<file path="src/common/ctbc_pkg.sv">
// Shared constants and types for the charger timer and boost configuration block.
// Assumes a 10 MHz system clock and a serial host port run as a byte-wide register slave.
package ctbc_pkg;

    ////////////////////////////////////////////////////////////////////////////
    // Timing
    localparam int unsigned CLK_PERIOD_NS = 100;
    localparam int unsigned SEC_NS = 1_000_000_000;
    localparam int unsigned CYCLES_PER_SEC = SEC_NS / CLK_PERIOD_NS;

    ////////////////////////////////////////////////////////////////////////////
    // Register offsets and reset values
    localparam logic [7:0] TIMER_CTRL_ADDR = 8'h05;
    localparam logic [7:0] BOOST_CTRL_ADDR = 8'h06;
    localparam logic [7:0] FAULT_ADDR = 8'h09;
    localparam logic [7:0] TIMER_CTRL_RESET = 8'h9a;
    localparam logic [7:0] BOOST_CTRL_RESET = 8'h73;
    localparam logic [7:0] UNMAPPED_READ = 8'h00;
    // Arbitrary default, not tied to any product
    localparam logic [6:0] DEFAULT_DEV_ADDR = 7'h10;

    ////////////////////////////////////////////////////////////////////////////
    // Field positions
    localparam int TERM_EN_BIT = 7;
    localparam int WD_LSB = 4;
    localparam int TMR_EN_BIT = 3;
    localparam int FC_LSB = 1;
    localparam int BV_LSB = 4;
    localparam int HOT_LSB = 2;
    localparam int THERMAL_REG_THRESHOLD_LSB = 0;
    localparam int FAULT_WD_BIT = 7;

    ////////////////////////////////////////////////////////////////////////////
    // Field encodings
    localparam logic [1:0] WD_OFF = 2'b00;
    localparam logic [1:0] WD_40 = 2'b01;
    localparam logic [1:0] WD_80 = 2'b10;
    localparam logic [7:0] WD_SEC_40 = 8'd40;
    localparam logic [7:0] WD_SEC_80 = 8'd80;
    localparam logic [7:0] WD_SEC_160 = 8'd160;
    localparam logic [4:0] FC_HRS_5 = 5'd5;
    localparam logic [4:0] FC_HRS_8 = 5'd8;
    localparam logic [4:0] FC_HRS_12 = 5'd12;
    localparam logic [4:0] FC_HRS_20 = 5'd20;
    localparam logic [12:0] BOOST_BASE_MV = 13'd4550;
    localparam logic [12:0] BOOST_STEP_MV = 13'd64;
    localparam logic [1:0] HOT_OFF = 2'b11;
    localparam logic [6:0] HOT_PCT_33 = 7'd33;
    localparam logic [6:0] HOT_PCT_36 = 7'd36;
    localparam logic [6:0] HOT_PCT_30 = 7'd30;
    localparam logic [6:0] THERMAL_REG_THRESHOLD_DEG_60 = 7'd60;
    localparam logic [6:0] THERMAL_REG_THRESHOLD_DEG_80 = 7'd80;
    localparam logic [6:0] THERMAL_REG_THRESHOLD_DEG_100 = 7'd100;
    localparam logic [6:0] THERMAL_REG_THRESHOLD_DEG_120 = 7'd120;
    localparam logic [3:0] BITS_PER_BYTE = 4'd8;

    ////////////////////////////////////////////////////////////////////////////
    // Host port states, Gray along the usual path
    typedef enum logic [3:0] {
        ST_IDLE      = 4'b0000,
        ST_ADDR      = 4'b0001,
        ST_ADDR_ACK  = 4'b0011,
        ST_REG       = 4'b0010,
        ST_REG_ACK   = 4'b0110,
        ST_WDATA     = 4'b0111,
        ST_WDATA_ACK = 4'b0101,
        ST_RDATA     = 4'b0100,
        ST_RDATA_ACK = 4'b1100
    } ctbc_state_t;

endpackage

</file>
<file path="src/common/ctbc_ctl_if.sv">
// Carries the two control registers and watchdog handshakes between the block's modules.
// Assumes all parties run on sys_clk.
interface ctbc_ctl_if;
    logic [7:0] timer_ctrl;
    logic [7:0] boost_ctrl;
    logic kick;
    logic wd_expired;
    modport owner(output timer_ctrl, output boost_ctrl, output kick, input wd_expired);
    modport wdog(input timer_ctrl, input kick, output wd_expired);
    modport dec(input timer_ctrl, input boost_ctrl);
endinterface

</file>
<file path="src/rtl/ctbc_top.sv">
// Charger timer and boost configuration registers behind a two-wire host port.
// Assumes SCL and SDA arrive asynchronously; SDA is open drain, pulled up outside.
module ctbc_top #(
    parameter logic [6:0] DEV_ADDR = ctbc_pkg::DEFAULT_DEV_ADDR,
    parameter int unsigned TICK_CYCLES = ctbc_pkg::CYCLES_PER_SEC
) (
    input wire logic sys_clk,
    input wire logic rst,
    input wire logic scl,
    input wire logic sda_in,
    output logic sda_out,
    output logic sda_oe,
    input wire logic [6:0] thermistor_pct,
    output logic term_enable,
    output logic safety_timer_enable,
    output logic [1:0] fast_charge_limit_sel,
    output logic [4:0] fast_charge_hours,
    output logic watchdog_fault,
    output logic [3:0] boost_output_code,
    output logic [12:0] boost_target_mv,
    output logic [1:0] hot_cutoff_sel,
    output logic [6:0] boost_hot_limit_pct,
    output logic boost_thermal_protect,
    output logic boost_hot_trip,
    output logic thermistor_fault_flag,
    output logic [1:0] thermal_reg_threshold,
    output logic [6:0] thermal_reg_degc
);
    import ctbc_pkg::*;

    ctbc_ctl_if ctl();

    logic scl_s1;
    logic scl_s2;
    logic scl_d;
    logic sda_s1;
    logic sda_s2;
    logic sda_d;
    logic scl_rise;
    logic scl_fall;
    logic start_det;
    logic stop_det;

    ctbc_state_t state;
    logic [3:0] bit_cnt;
    logic [7:0] rx_shift;
    logic [7:0] tx_shift;
    logic [7:0] reg_ptr;
    logic rw_bit;
    logic mst_ack;
    logic byte_done;
    logic addr_match;
    logic wr_en;
    logic load_rd;
    logic [7:0] rd_value;
    logic [7:0] timer_ctrl;
    logic [7:0] boost_ctrl;

    ////////////////////////////////////////////////////////////////////////////
    // Pin synchronisers; the third stage only serves edge detection
    always_ff @(posedge sys_clk or posedge rst) begin
        if (rst) begin
            scl_s1 <= 1'b1;
            scl_s2 <= 1'b1;
            scl_d <= 1'b1;
            sda_s1 <= 1'b1;
            sda_s2 <= 1'b1;
            sda_d <= 1'b1;
        end else begin
            scl_s1 <= scl;
            scl_s2 <= scl_s1;
            scl_d <= scl_s2;
            sda_s1 <= sda_in;
            sda_s2 <= sda_s1;
            sda_d <= sda_s2;
        end
    end

    assign scl_rise = scl_s2 && !scl_d;
    assign scl_fall = !scl_s2 && scl_d;
    assign start_det = scl_s2 && scl_d && sda_d && !sda_s2;
    assign stop_det = scl_s2 && scl_d && !sda_d && sda_s2;
    assign byte_done = scl_fall && (bit_cnt == BITS_PER_BYTE);
    assign addr_match = (rx_shift[7:1] == DEV_ADDR);
    assign wr_en = (state == ST_WDATA) && byte_done;
    assign load_rd = scl_fall && (((state == ST_ADDR_ACK) && rw_bit) || ((state == ST_RDATA_ACK) && mst_ack));

    ////////////////////////////////////////////////////////////////////////////
    // Host port sequencing
    always_ff @(posedge sys_clk or posedge rst) begin
        if (rst) begin
            state <= ST_IDLE;
        end else if (start_det) begin
            state <= ST_ADDR;
        end else if (stop_det) begin
            state <= ST_IDLE;
        end else if (scl_fall) begin
            unique case (state)
                ST_IDLE: state <= ST_IDLE;
                ST_ADDR: begin
                    if (bit_cnt == BITS_PER_BYTE) begin
                        state <= addr_match ? ST_ADDR_ACK : ST_IDLE;
                    end
                end
                ST_ADDR_ACK: state <= rw_bit ? ST_RDATA : ST_REG;
                ST_REG: begin
                    if (bit_cnt == BITS_PER_BYTE) begin
                        state <= ST_REG_ACK;
                    end
                end
                ST_REG_ACK: state <= ST_WDATA;
                ST_WDATA: begin
                    if (bit_cnt == BITS_PER_BYTE) begin
                        state <= ST_WDATA_ACK;
                    end
                end
                ST_WDATA_ACK: state <= ST_WDATA;
                ST_RDATA: begin
                    if (bit_cnt == BITS_PER_BYTE) begin
                        state <= ST_RDATA_ACK;
                    end
                end
                ST_RDATA_ACK: state <= mst_ack ? ST_RDATA : ST_IDLE;
                default: state <= ST_IDLE;
            endcase
        end
    end

    ////////////////////////////////////////////////////////////////////////////
    // Bit counting and receive shifting on SCL rising edges
    always_ff @(posedge sys_clk or posedge rst) begin
        if (rst) begin
            bit_cnt <= 4'h0;
        end else if (start_det) begin
            bit_cnt <= 4'h0;
        end else if (scl_fall && (state == ST_ADDR_ACK || state == ST_REG_ACK ||
                                  state == ST_WDATA_ACK || state == ST_RDATA_ACK)) begin
            bit_cnt <= 4'h0;
        end else if (scl_rise && (state == ST_ADDR || state == ST_REG ||
                                  state == ST_WDATA || state == ST_RDATA)) begin
            bit_cnt <= bit_cnt + 4'h1;
        end
    end

    always_ff @(posedge sys_clk or posedge rst) begin
        if (rst) begin
            rx_shift <= 8'h00;
        end else if (scl_rise && (state == ST_ADDR || state == ST_REG || state == ST_WDATA)) begin
            rx_shift <= {rx_shift[6:0], sda_s2};
        end
    end

    always_ff @(posedge sys_clk or posedge rst) begin
        if (rst) begin
            rw_bit <= 1'b0;
        end else if ((state == ST_ADDR) && byte_done) begin
            rw_bit <= rx_shift[0];
        end
    end

    // Host drives SDA low to acknowledge a read byte
    always_ff @(posedge sys_clk or posedge rst) begin
        if (rst) begin
            mst_ack <= 1'b0;
        end else if (scl_rise && (state == ST_RDATA_ACK)) begin
            mst_ack <= !sda_s2;
        end
    end

    ////////////////////////////////////////////////////////////////////////////
    // Register pointer: set by the offset byte, advanced after each written byte and as each read byte is loaded
    always_ff @(posedge sys_clk or posedge rst) begin
        if (rst) begin
            reg_ptr <= 8'h00;
        end else if ((state == ST_REG) && byte_done) begin
            reg_ptr <= rx_shift;
        end else if (wr_en || load_rd) begin
            reg_ptr <= reg_ptr + 8'h01;
        end
    end

    ////////////////////////////////////////////////////////////////////////////
    // Read path; unmapped offsets read as zero
    always_comb begin
        rd_value = UNMAPPED_READ;
        if (reg_ptr == TIMER_CTRL_ADDR) begin
            rd_value = timer_ctrl;
        end else if (reg_ptr == BOOST_CTRL_ADDR) begin
            rd_value = boost_ctrl;
        end else if (reg_ptr == FAULT_ADDR) begin
            rd_value = 8'h00;
            rd_value[FAULT_WD_BIT] = watchdog_fault;
        end
    end

    // Read data goes out MSB first, shifted after each SCL fall
    always_ff @(posedge sys_clk or posedge rst) begin
        if (rst) begin
            tx_shift <= 8'hff;
        end else if (load_rd) begin
            tx_shift <= rd_value;
        end else if (scl_fall && (state == ST_RDATA) && (bit_cnt != BITS_PER_BYTE)) begin
            tx_shift <= {tx_shift[6:0], 1'b1};
        end
    end

    // Open drain: only ever pulls low
    assign sda_out = 1'b0;
    assign sda_oe = (state == ST_ADDR_ACK) || (state == ST_REG_ACK) || (state == ST_WDATA_ACK) ||
                    ((state == ST_RDATA) && !tx_shift[7]);

    ////////////////////////////////////////////////////////////////////////////
    // Control registers; reserved bits are kept as written
    always_ff @(posedge sys_clk or posedge rst) begin
        if (rst) begin
            timer_ctrl <= TIMER_CTRL_RESET;
        end else if (wr_en && (reg_ptr == TIMER_CTRL_ADDR)) begin
            timer_ctrl <= rx_shift;
        end
    end

    always_ff @(posedge sys_clk or posedge rst) begin
        if (rst) begin
            boost_ctrl <= BOOST_CTRL_RESET;
        end else if (wr_en && (reg_ptr == BOOST_CTRL_ADDR)) begin
            boost_ctrl <= rx_shift;
        end
    end

    assign ctl.timer_ctrl = timer_ctrl;
    assign ctl.boost_ctrl = boost_ctrl;
    // Any accepted data byte counts as host activity
    assign ctl.kick = wr_en;

    ////////////////////////////////////////////////////////////////////////////
    // Watchdog fault: expiry wins over the clear-on-read in the same cycle
    always_ff @(posedge sys_clk or posedge rst) begin
        if (rst) begin
            watchdog_fault <= 1'b0;
        end else if (ctl.wd_expired) begin
            watchdog_fault <= 1'b1;
        end else if (load_rd && (reg_ptr == FAULT_ADDR)) begin
            watchdog_fault <= 1'b0;
        end
    end

    ////////////////////////////////////////////////////////////////////////////
    // Raw field outputs straight from the register flops
    assign term_enable = timer_ctrl[TERM_EN_BIT];
    assign safety_timer_enable = timer_ctrl[TMR_EN_BIT];
    assign fast_charge_limit_sel = timer_ctrl[FC_LSB +: 2];
    assign boost_output_code = boost_ctrl[BV_LSB +: 4];
    assign hot_cutoff_sel = boost_ctrl[HOT_LSB +: 2];
    assign thermal_reg_threshold = boost_ctrl[THERMAL_REG_THRESHOLD_LSB +: 2];

    ////////////////////////////////////////////////////////////////////////////
    ctbc_watchdog #(
        .TICK_CYCLES(TICK_CYCLES)
    ) u_wdog (
        .sys_clk(sys_clk),
        .rst(rst),
        .ctl(ctl.wdog)
    );

    ctbc_decode u_dec (
        .sys_clk(sys_clk),
        .rst(rst),
        .ctl(ctl.dec),
        .thermistor_pct(thermistor_pct),
        .fast_charge_hours(fast_charge_hours),
        .boost_target_mv(boost_target_mv),
        .boost_hot_limit_pct(boost_hot_limit_pct),
        .boost_thermal_protect(boost_thermal_protect),
        .boost_hot_trip(boost_hot_trip),
        .thermistor_fault_flag(thermistor_fault_flag),
        .thermal_reg_degc(thermal_reg_degc)
    );

endmodule

</file>
<file path="src/rtl/ctbc_watchdog.sv">
// Host watchdog: counts seconds since the last host write and flags expiry once.
// Assumes the kick is a one-cycle pulse on sys_clk.
module ctbc_watchdog #(
    parameter int unsigned TICK_CYCLES = ctbc_pkg::CYCLES_PER_SEC
) (
    input wire logic sys_clk,
    input wire logic rst,
    ctbc_ctl_if.wdog ctl
);
    import ctbc_pkg::*;

    logic [31:0] tick_cnt;
    logic [7:0] sec_cnt;
    logic [7:0] limit;
    logic done;
    logic tick_end;

    always_comb begin
        unique case (ctl.timer_ctrl[WD_LSB +: 2])
            WD_OFF: limit = 8'h00;
            WD_40: limit = WD_SEC_40;
            WD_80: limit = WD_SEC_80;
            default: limit = WD_SEC_160;
        endcase
    end

    assign tick_end = (tick_cnt == 32'(TICK_CYCLES - 1));

    ////////////////////////////////////////////////////////////////////////////
    // One-second prescaler, restarted by each host write
    always_ff @(posedge sys_clk or posedge rst) begin
        if (rst) begin
            tick_cnt <= 32'h0;
        end else if (ctl.kick || limit == 8'h00 || done || tick_end) begin
            tick_cnt <= 32'h0;
        end else begin
            tick_cnt <= tick_cnt + 32'h1;
        end
    end

    always_ff @(posedge sys_clk or posedge rst) begin
        if (rst) begin
            sec_cnt <= 8'h00;
        end else if (ctl.kick || limit == 8'h00) begin
            sec_cnt <= 8'h00;
        end else if (tick_end && !done) begin
            sec_cnt <= sec_cnt + 8'h01;
        end
    end

    ////////////////////////////////////////////////////////////////////////////
    // Expiry fires once and then waits for the next host write
    always_ff @(posedge sys_clk or posedge rst) begin
        if (rst) begin
            done <= 1'b0;
            ctl.wd_expired <= 1'b0;
        end else begin
            ctl.wd_expired <= 1'b0;
            if (ctl.kick) begin
                done <= 1'b0;
            end else if (!done && limit != 8'h00 && sec_cnt >= limit) begin
                done <= 1'b1;
                ctl.wd_expired <= 1'b1;
            end
        end
    end

endmodule

</file>
<file path="src/rtl/ctbc_decode.sv">
// Turns the two control registers into settings for the charge and boost loops.
// Assumes thermistor_pct is a same-clock reading in percent of the internal rail.
module ctbc_decode (
    input wire logic sys_clk,
    input wire logic rst,
    ctbc_ctl_if.dec ctl,
    input wire logic [6:0] thermistor_pct,
    output logic [4:0] fast_charge_hours,
    output logic [12:0] boost_target_mv,
    output logic [6:0] boost_hot_limit_pct,
    output logic boost_thermal_protect,
    output logic boost_hot_trip,
    output logic thermistor_fault_flag,
    output logic [6:0] thermal_reg_degc
);
    import ctbc_pkg::*;

    logic [4:0] hrs;
    logic [6:0] hot_pct;
    logic [6:0] deg;
    logic [1:0] hot_sel;

    assign hot_sel = ctl.boost_ctrl[HOT_LSB +: 2];

    always_comb begin
        unique case (ctl.timer_ctrl[FC_LSB +: 2])
            2'b00: hrs = FC_HRS_5;
            2'b01: hrs = FC_HRS_8;
            2'b10: hrs = FC_HRS_12;
            default: hrs = FC_HRS_20;
        endcase
        // Second and third codes swapped versus the printed order, to be confirmed
        unique case (hot_sel)
            2'b01: hot_pct = HOT_PCT_36;
            2'b10: hot_pct = HOT_PCT_30;
            default: hot_pct = HOT_PCT_33;
        endcase
        unique case (ctl.boost_ctrl[THERMAL_REG_THRESHOLD_LSB +: 2])
            2'b00: deg = THERMAL_REG_THRESHOLD_DEG_60;
            2'b01: deg = THERMAL_REG_THRESHOLD_DEG_80;
            2'b10: deg = THERMAL_REG_THRESHOLD_DEG_100;
            default: deg = THERMAL_REG_THRESHOLD_DEG_120;
        endcase
    end

    ////////////////////////////////////////////////////////////////////////////
    // Registered so downstream loops never see a half-written setting
    always_ff @(posedge sys_clk or posedge rst) begin
        if (rst) begin
            fast_charge_hours <= 5'h00;
            boost_target_mv <= 13'h0000;
            boost_hot_limit_pct <= 7'h00;
            boost_thermal_protect <= 1'b0;
            boost_hot_trip <= 1'b0;
            thermistor_fault_flag <= 1'b0;
            thermal_reg_degc <= 7'h00;
        end else begin
            fast_charge_hours <= ctl.timer_ctrl[TMR_EN_BIT] ? hrs : 5'h00;
            boost_target_mv <= BOOST_BASE_MV + BOOST_STEP_MV * {9'h000, ctl.boost_ctrl[BV_LSB +: 4]};
            boost_hot_limit_pct <= hot_pct;
            boost_thermal_protect <= (hot_sel != HOT_OFF);
            boost_hot_trip <= (hot_sel != HOT_OFF) && (thermistor_pct < hot_pct);
            thermistor_fault_flag <= (thermistor_pct < hot_pct);
            thermal_reg_degc <= deg;
        end
    end

endmodule

</file>
<file path="config.mk">
export PLATFORM = sky130hd
export DESIGN_NAME = ctbc_top
export DESIGN_NICKNAME = d
export VERILOG_FILES = /design/src/common/ctbc_pkg.sv /design/src/common/ctbc_ctl_if.sv /design/src/rtl/ctbc_top.sv /design/src/rtl/ctbc_watchdog.sv /design/src/rtl/ctbc_decode.sv
export SDC_FILE = /design/constraint.sdc
export NUM_CORES = 1
export LEC_CHECK = 0
export BUFFER_PORTS_ARGS = -buffer_cell sky130_fd_sc_hd__clkbuf_2
export CORE_MARGIN = 1.5
export CORE_UTILIZATION = 45
export CTS_CLUSTER_DIAMETER = 150
export CTS_CLUSTER_SIZE = 40
export DETAILED_ROUTE_END_ITERATION = 16
export GPL_TIMING_DRIVEN = 0
export HOLD_SLACK_MARGIN = 0.12
export PLACE_DENSITY = 0.69
export SLEW_MARGIN = 0
export SYNTH_ARGS = -nofsm -noshare
export SYNTH_HDL_FRONTEND = slang
export SYNTH_SLANG_ARGS = --single-unit
</file>
<file path="constraint.sdc">
create_clock -name sys_clk -period 5.73 [get_ports sys_clk]
set_input_delay 1.146 -clock sys_clk [delete_from_list [all_inputs] [get_ports sys_clk]]
set_output_delay 1.146 -clock sys_clk [all_outputs]
set_load 0.005 [all_outputs]
</file>
* Word level (Yosys, flattened, before mapping)
Cells that the tools add are included.
Cells by class: add/subtract/negate cells 5, magnitude comparators 2, equality and inequality tests 28, mux-type cells 35, reductions and logical operators 60
Operators by type and width (count):
- $mux 8 | 9
- $mux 4 | 10
- $add 32x1->32 const B | 1
- $eq 32x24->1 const B | 1
- $mux 32 | 1
- $logic_and 1x1->1 | 28
- $pmux 4 s7 | 1
- $pmux 8 s3 | 1
- $pmux 7 s3 | 1
- $ne 4x4->1 const B | 5
- $add 8x1->8 const B | 2
- $eq 4x3->1 const B | 4
- $eq 8x3->1 const B | 2
- $pmux 5 s3 | 1
- $add 13x10->13 const A | 1
- $logic_or 1x1->1 | 12
- $pmux 6 s2 | 1
- $reduce_bool 2->1 | 5
- $eq 2x1->1 const B | 4
- $eq 2x2->1 const B | 4
- $eq 4x2->1 const B | 2
- $eq 4x4->1 const B | 2
- $eq 8x4->1 const B | 1
- $ge 8x8->1 | 1
- 16 further kinds | 30
Storage, ports and cells: flip-flop bits (word level) 133

* Longest topological paths before layout
word-level depth 8, mapped depth 8, depth with buffers taken out 8

* By module
Synthesis repeated with hierarchy kept, for this count alone.
Second synthesis, totals: cell total of the unflattened synthesis 628, area, all modules 6386.1 um^2
By module, submodules not included:
- ctbc_top | times used 1, cells an instance 305, area an instance 3052.9 um^2, seq. area each 1455.1 um^2
- ctbc_watchdog | times used 1, cells an instance 233, area an instance 2270.9 um^2, seq. area each 1051.0 um^2
- ctbc_decode | times used 1, cells an instance 90, area an instance 1062.3 um^2, seq. area each 550.5 um^2

* Worst setup path before layout
OpenSTA, ideal clock, no wires.
path kind register -> output, start point register state[1], end point output sda_oe, arrival time 1.244 ns, data required time 4.584 ns, slack 3.340 ns, stages on the path, launching flop included 5, path buffers 1, cell sequence dfrtp_1 > clkbuf_1 > nand2_1 > xor2_1 > a211oi_1
On the way: word-level cells in the longest chain between the ends 4
Ends and longest elaborated chain:
- start, declared | RTL line ctbc_top.sv:44 | ctbc_state_t state;
- start signal, assigned | RTL line ctbc_top.sv:102 | state <= addr_match ? ST_ADDR_ACK : ST_IDLE;
- start signal, assigned | RTL line ctbc_top.sv:105 | ST_ADDR_ACK: state <= rw_bit ? ST_RDATA : ST_REG;
- start signal, assigned | RTL line ctbc_top.sv:123 | ST_RDATA_ACK: state <= mst_ack ? ST_RDATA : ST_IDLE;
- $eq 4x2->1 or $eq 4x3->1 (tied branches) | RTL line ctbc_top.sv:209 | assign sda_oe = (state == ST_ADDR_ACK) || (state == ST_REG_ACK) || (state == ST_WDATA_ACK) ||
- $logic_or 1x1->1 (2 in series) | RTL line ctbc_top.sv:209
- $logic_or 1x1->1 (*) | RTL line ctbc_top.sv:209
- end, declared | RTL line ctbc_top.sv:12 | output logic sda_oe,
Mark *: on every way between the ends. The rest lies on a longest branch, timed or not.

* Worst setup path after layout
Same ends and word-level chain as after synthesis.

==> results.py <==
metrics = {
    "outcome": {
        "status": "completed",
    },
    "route": {
        "vias": 4648,
        "dr.pass1.iters": 5,
        "wl_met3_um": 559,
        "ant_nets": 0,
        "initialDrtViolationCount": 371,
        "met2_length_um": 6170,
        "drt_wl_total_um": 12800,
        "wl_per_cell_um": 15.0,
        "wl_met1_um": 5840,
        "top_layer": "met4",
        "avgViaCountPerCell": 5.42,
        "drc_errors": 0,
    },
    "critical_path": {
        "critPathLaunchType": "register",
        "cp.required_ns": 4.58,
        "crit_fanout": 10,
        "slowest_delay_ns": 0.43,
        "crit_type": "register to output pin",
        "cp_cell_sequence": "clkbuf_1 -> nand2_1 -> xor2_1 -> a211oi_1 -> clkbuf_2",
        "cpMaxStageDelayCell": "dfrtp_1",
        "endpoint_kind": "output pin",
        "worstPathArrival_ns": 2.06,
    },
    "clock_network": {
        "cts_setup_buffers": 0,
        "cts_resized": 0,
        "cts_buffers": 17,
        "cts_tree": "built",
        "clk_pin_slew_ns": 0.05,
        "clock_sinks": 121,
        "postCtsHoldBufs": 0,
        "htreeDepth": 4,
        "clk_path_buf_depth": 2,
        "cts-root-buf": "clkbuf_16",
        "worstSkewPairLatency_ns": 0.41,
    },
    "floorplanning": {
        "die_area_um2": 14500,
        "rows": 42,
        "fp.dieW_um": 120,
        "num_io_pins": 61,
        "start_util_pct": 46.3,
        "coreArea_um2": 13300,
        "die_h_um": 120,
    },
    "place": {
        "place_hpwl_um": 8910,
        "gp_congestion": 0.874,
        "dp_slack_ns": 2.79,
        "port_buffers": 50,
    },
    "global_route": {
        "grt_pass1_vias": 4453,
        "grt_pass1_wl_um": 21500,
        "grt_start_max_net_pins": 104,
        "antenna_found_initial": 0,
        "grt_overflow_total": 0,
        "grt_usage_pct": 18.9,
    },
    "logic_synthesis": {
        "synth_flop_cell": "dfrtp_1",
        "yosys_warnings": 0,
        "synth_enable_flop_cells": 0,
        "yosysSeqAreaShare_pct": 49.4,
        "syn-instance-count": 589,
        "syn_area_um2": 6180,
        "synth.avg_cell_area_um2": 10.5,
        "async_flop_share_pct": 100,
        "synth-seq-cells": 121,
        "synth_cell_types": 62,
    },
    "timing": {
        "hold_violations": 0,
        "slew-limit-headroom_pct": 28.8,
        "tns_ns": 0,
        "drv_slew": 0,
        "finalSetupViolations": 0,
        "skew_ns": 0.00794,
        "worstMarginPinSlew_ns": 1.06,
        "post-route-period-util_pct": 55.9,
        "fin_ws_ns": 2.52,
        "min_period_ns": 3.21,
        "rsz0062_at_grt": "false",
        "clock.fmax_mhz": 312,
    },
    "worst_hold_path": {
        "hp-class": "register to register",
    },
    "layout": {
        "n_fill_cell": 1182,
        "drive_above_1_share_pct": 23.5,
        "syn_to_final_growth_pct": 18.1,
        "final_common_cell": "dfrtp_1",
        "final_cell_mix": "dfrtp_1, nor2_1, clkbuf_2",
        "final_net_count": 709,
        "diodes": 0,
    },
    "pwr": {
        "power_density_nw_per_um2": 274,
        "ir_drop_mv": 0.198,
        "power.leakage_uw": 0.00316,
    },
    "flow_run": {
        "max_cap_violations": 0,
    },
}
==> sequential cells by signal, indices dropped and copies added, names as in the netlist, 4 cells and up <==
signal                     cells
bit_cnt                        4
tx_shift                       8
state                          4
ctl.timer_ctrl                 8
reg_ptr                        8
rx_shift                       8
u_wdog.tick_cnt               32
u_dec.fast_charge_hours        4
u_dec.boost_target_mv          6
u_wdog.sec_cnt                 8
boost_ctrl                     8
u_dec.boost_hot_limit_pct      4
u_dec.thermal_reg_degc         5
==> cell families after synthesis <==
kind of cell               synth area share [%]
other                                     0.121
muxes                                      6.72
xor gates and xnor gates                   6.88
AOI/OAI and AO/OA                          7.99
and+or+nand+nor                            17.8
adders and majority gates                  6.07
DFF                                        49.4
buffers and inverters                      5.00
==> final timing paths <==
check	from	slack [ns]	depth (start not counted)	end
setup / recovery	state[1]$_DFFE_PP0P_	2.52	5	sda_oe
hold / removal	sda_s1$_DFF_PP1_	0.35	0	sda_s2$_DFF_PP1_
setup reg to reg	scl_d$_DFF_PP1_	2.75	8	u_wdog.tick_cnt[23]$_DFF_PP0_
hold reg to reg	sda_s1$_DFF_PP1_	0.35	0	sda_s2$_DFF_PP1_
max in group asynchronous	rst	4.31	3	tx_shift[6]$_DFFE_PP1P_
min in group asynchronous	rst	0.66	2	state[0]$_DFFE_PP0P_
==> layer usage <==
metal	global-route usage, %	vias to the layer above
met4	8.01	0
met1	24.5	2287
met5	0	-
met2	30.9	134
li1	-	2202
met3	3.92	25
==> cells in the mapped netlist (13+ instances only) <==
cell	instances	area (µm²)
nor2_1	72	270
nand4_1	14	87.6
dfrtp_1	98	2450
inv_1	34	128
o21ai_0	17	85.1
a21oi_1	19	95.1
mux2_2	24	270
nand3_1	27	135
dfstp_2	23	604
xor2_1	29	254
xnor2_1	17	149
mux2i_1	13	130
ha_1	30	375
nand2_1	29	109
buf_4	16	120
clkbuf_1	14	52.6
==> worst max-delay path, delay by kind of cell, from the launching register on <==
kind / cells / cell delay, ns
AND/OR/NAND/NOR: 1 / 0.15
AO/OA/AOI/OAI: 1 / 0.33
buffers and inverters: 2 / 0.57
XOR/XNOR: 1 / 0.17
flip-flops: 1 / 0.43
==> per-stage QoR <==
stage	std cells	hold slack (ns)	power [µW]	utilization, %	area (µm²)
floorplan	598	0.345	930	-	6220
global placement	824	0.346	948	50.1	6690
detailed placement	825	0.348	954	50.3	6720
CTS	857	0.355	2020	54.7	7300
global route	857	0.357	2060	54.7	7300
finish	857	0.354	2000	54.7	7300
==> power breakdown <==
group | internal, µW | leakage, µW | switching (µW)
sequential | 866 | 0.00155 | 11.8
clock | 691 | 0.000281 | 372
combinational | 24.1 | 0.00133 | 36.4
==> final cells by class <==
cell class,count,area (µm²),share of cell area [%]
plain buffers,32,181,2.48
multi-input cells,411,2850,39.0
inverters,34,133,1.82
clock inverters,9,125,1.71
flip-flops and latches,121,3060,41.9
well taps,176,220,3.02
repair buffers,51,278,3.80
clock buffers,23,458,6.27
No activity file was read; power rests on OpenSTA's default activity.
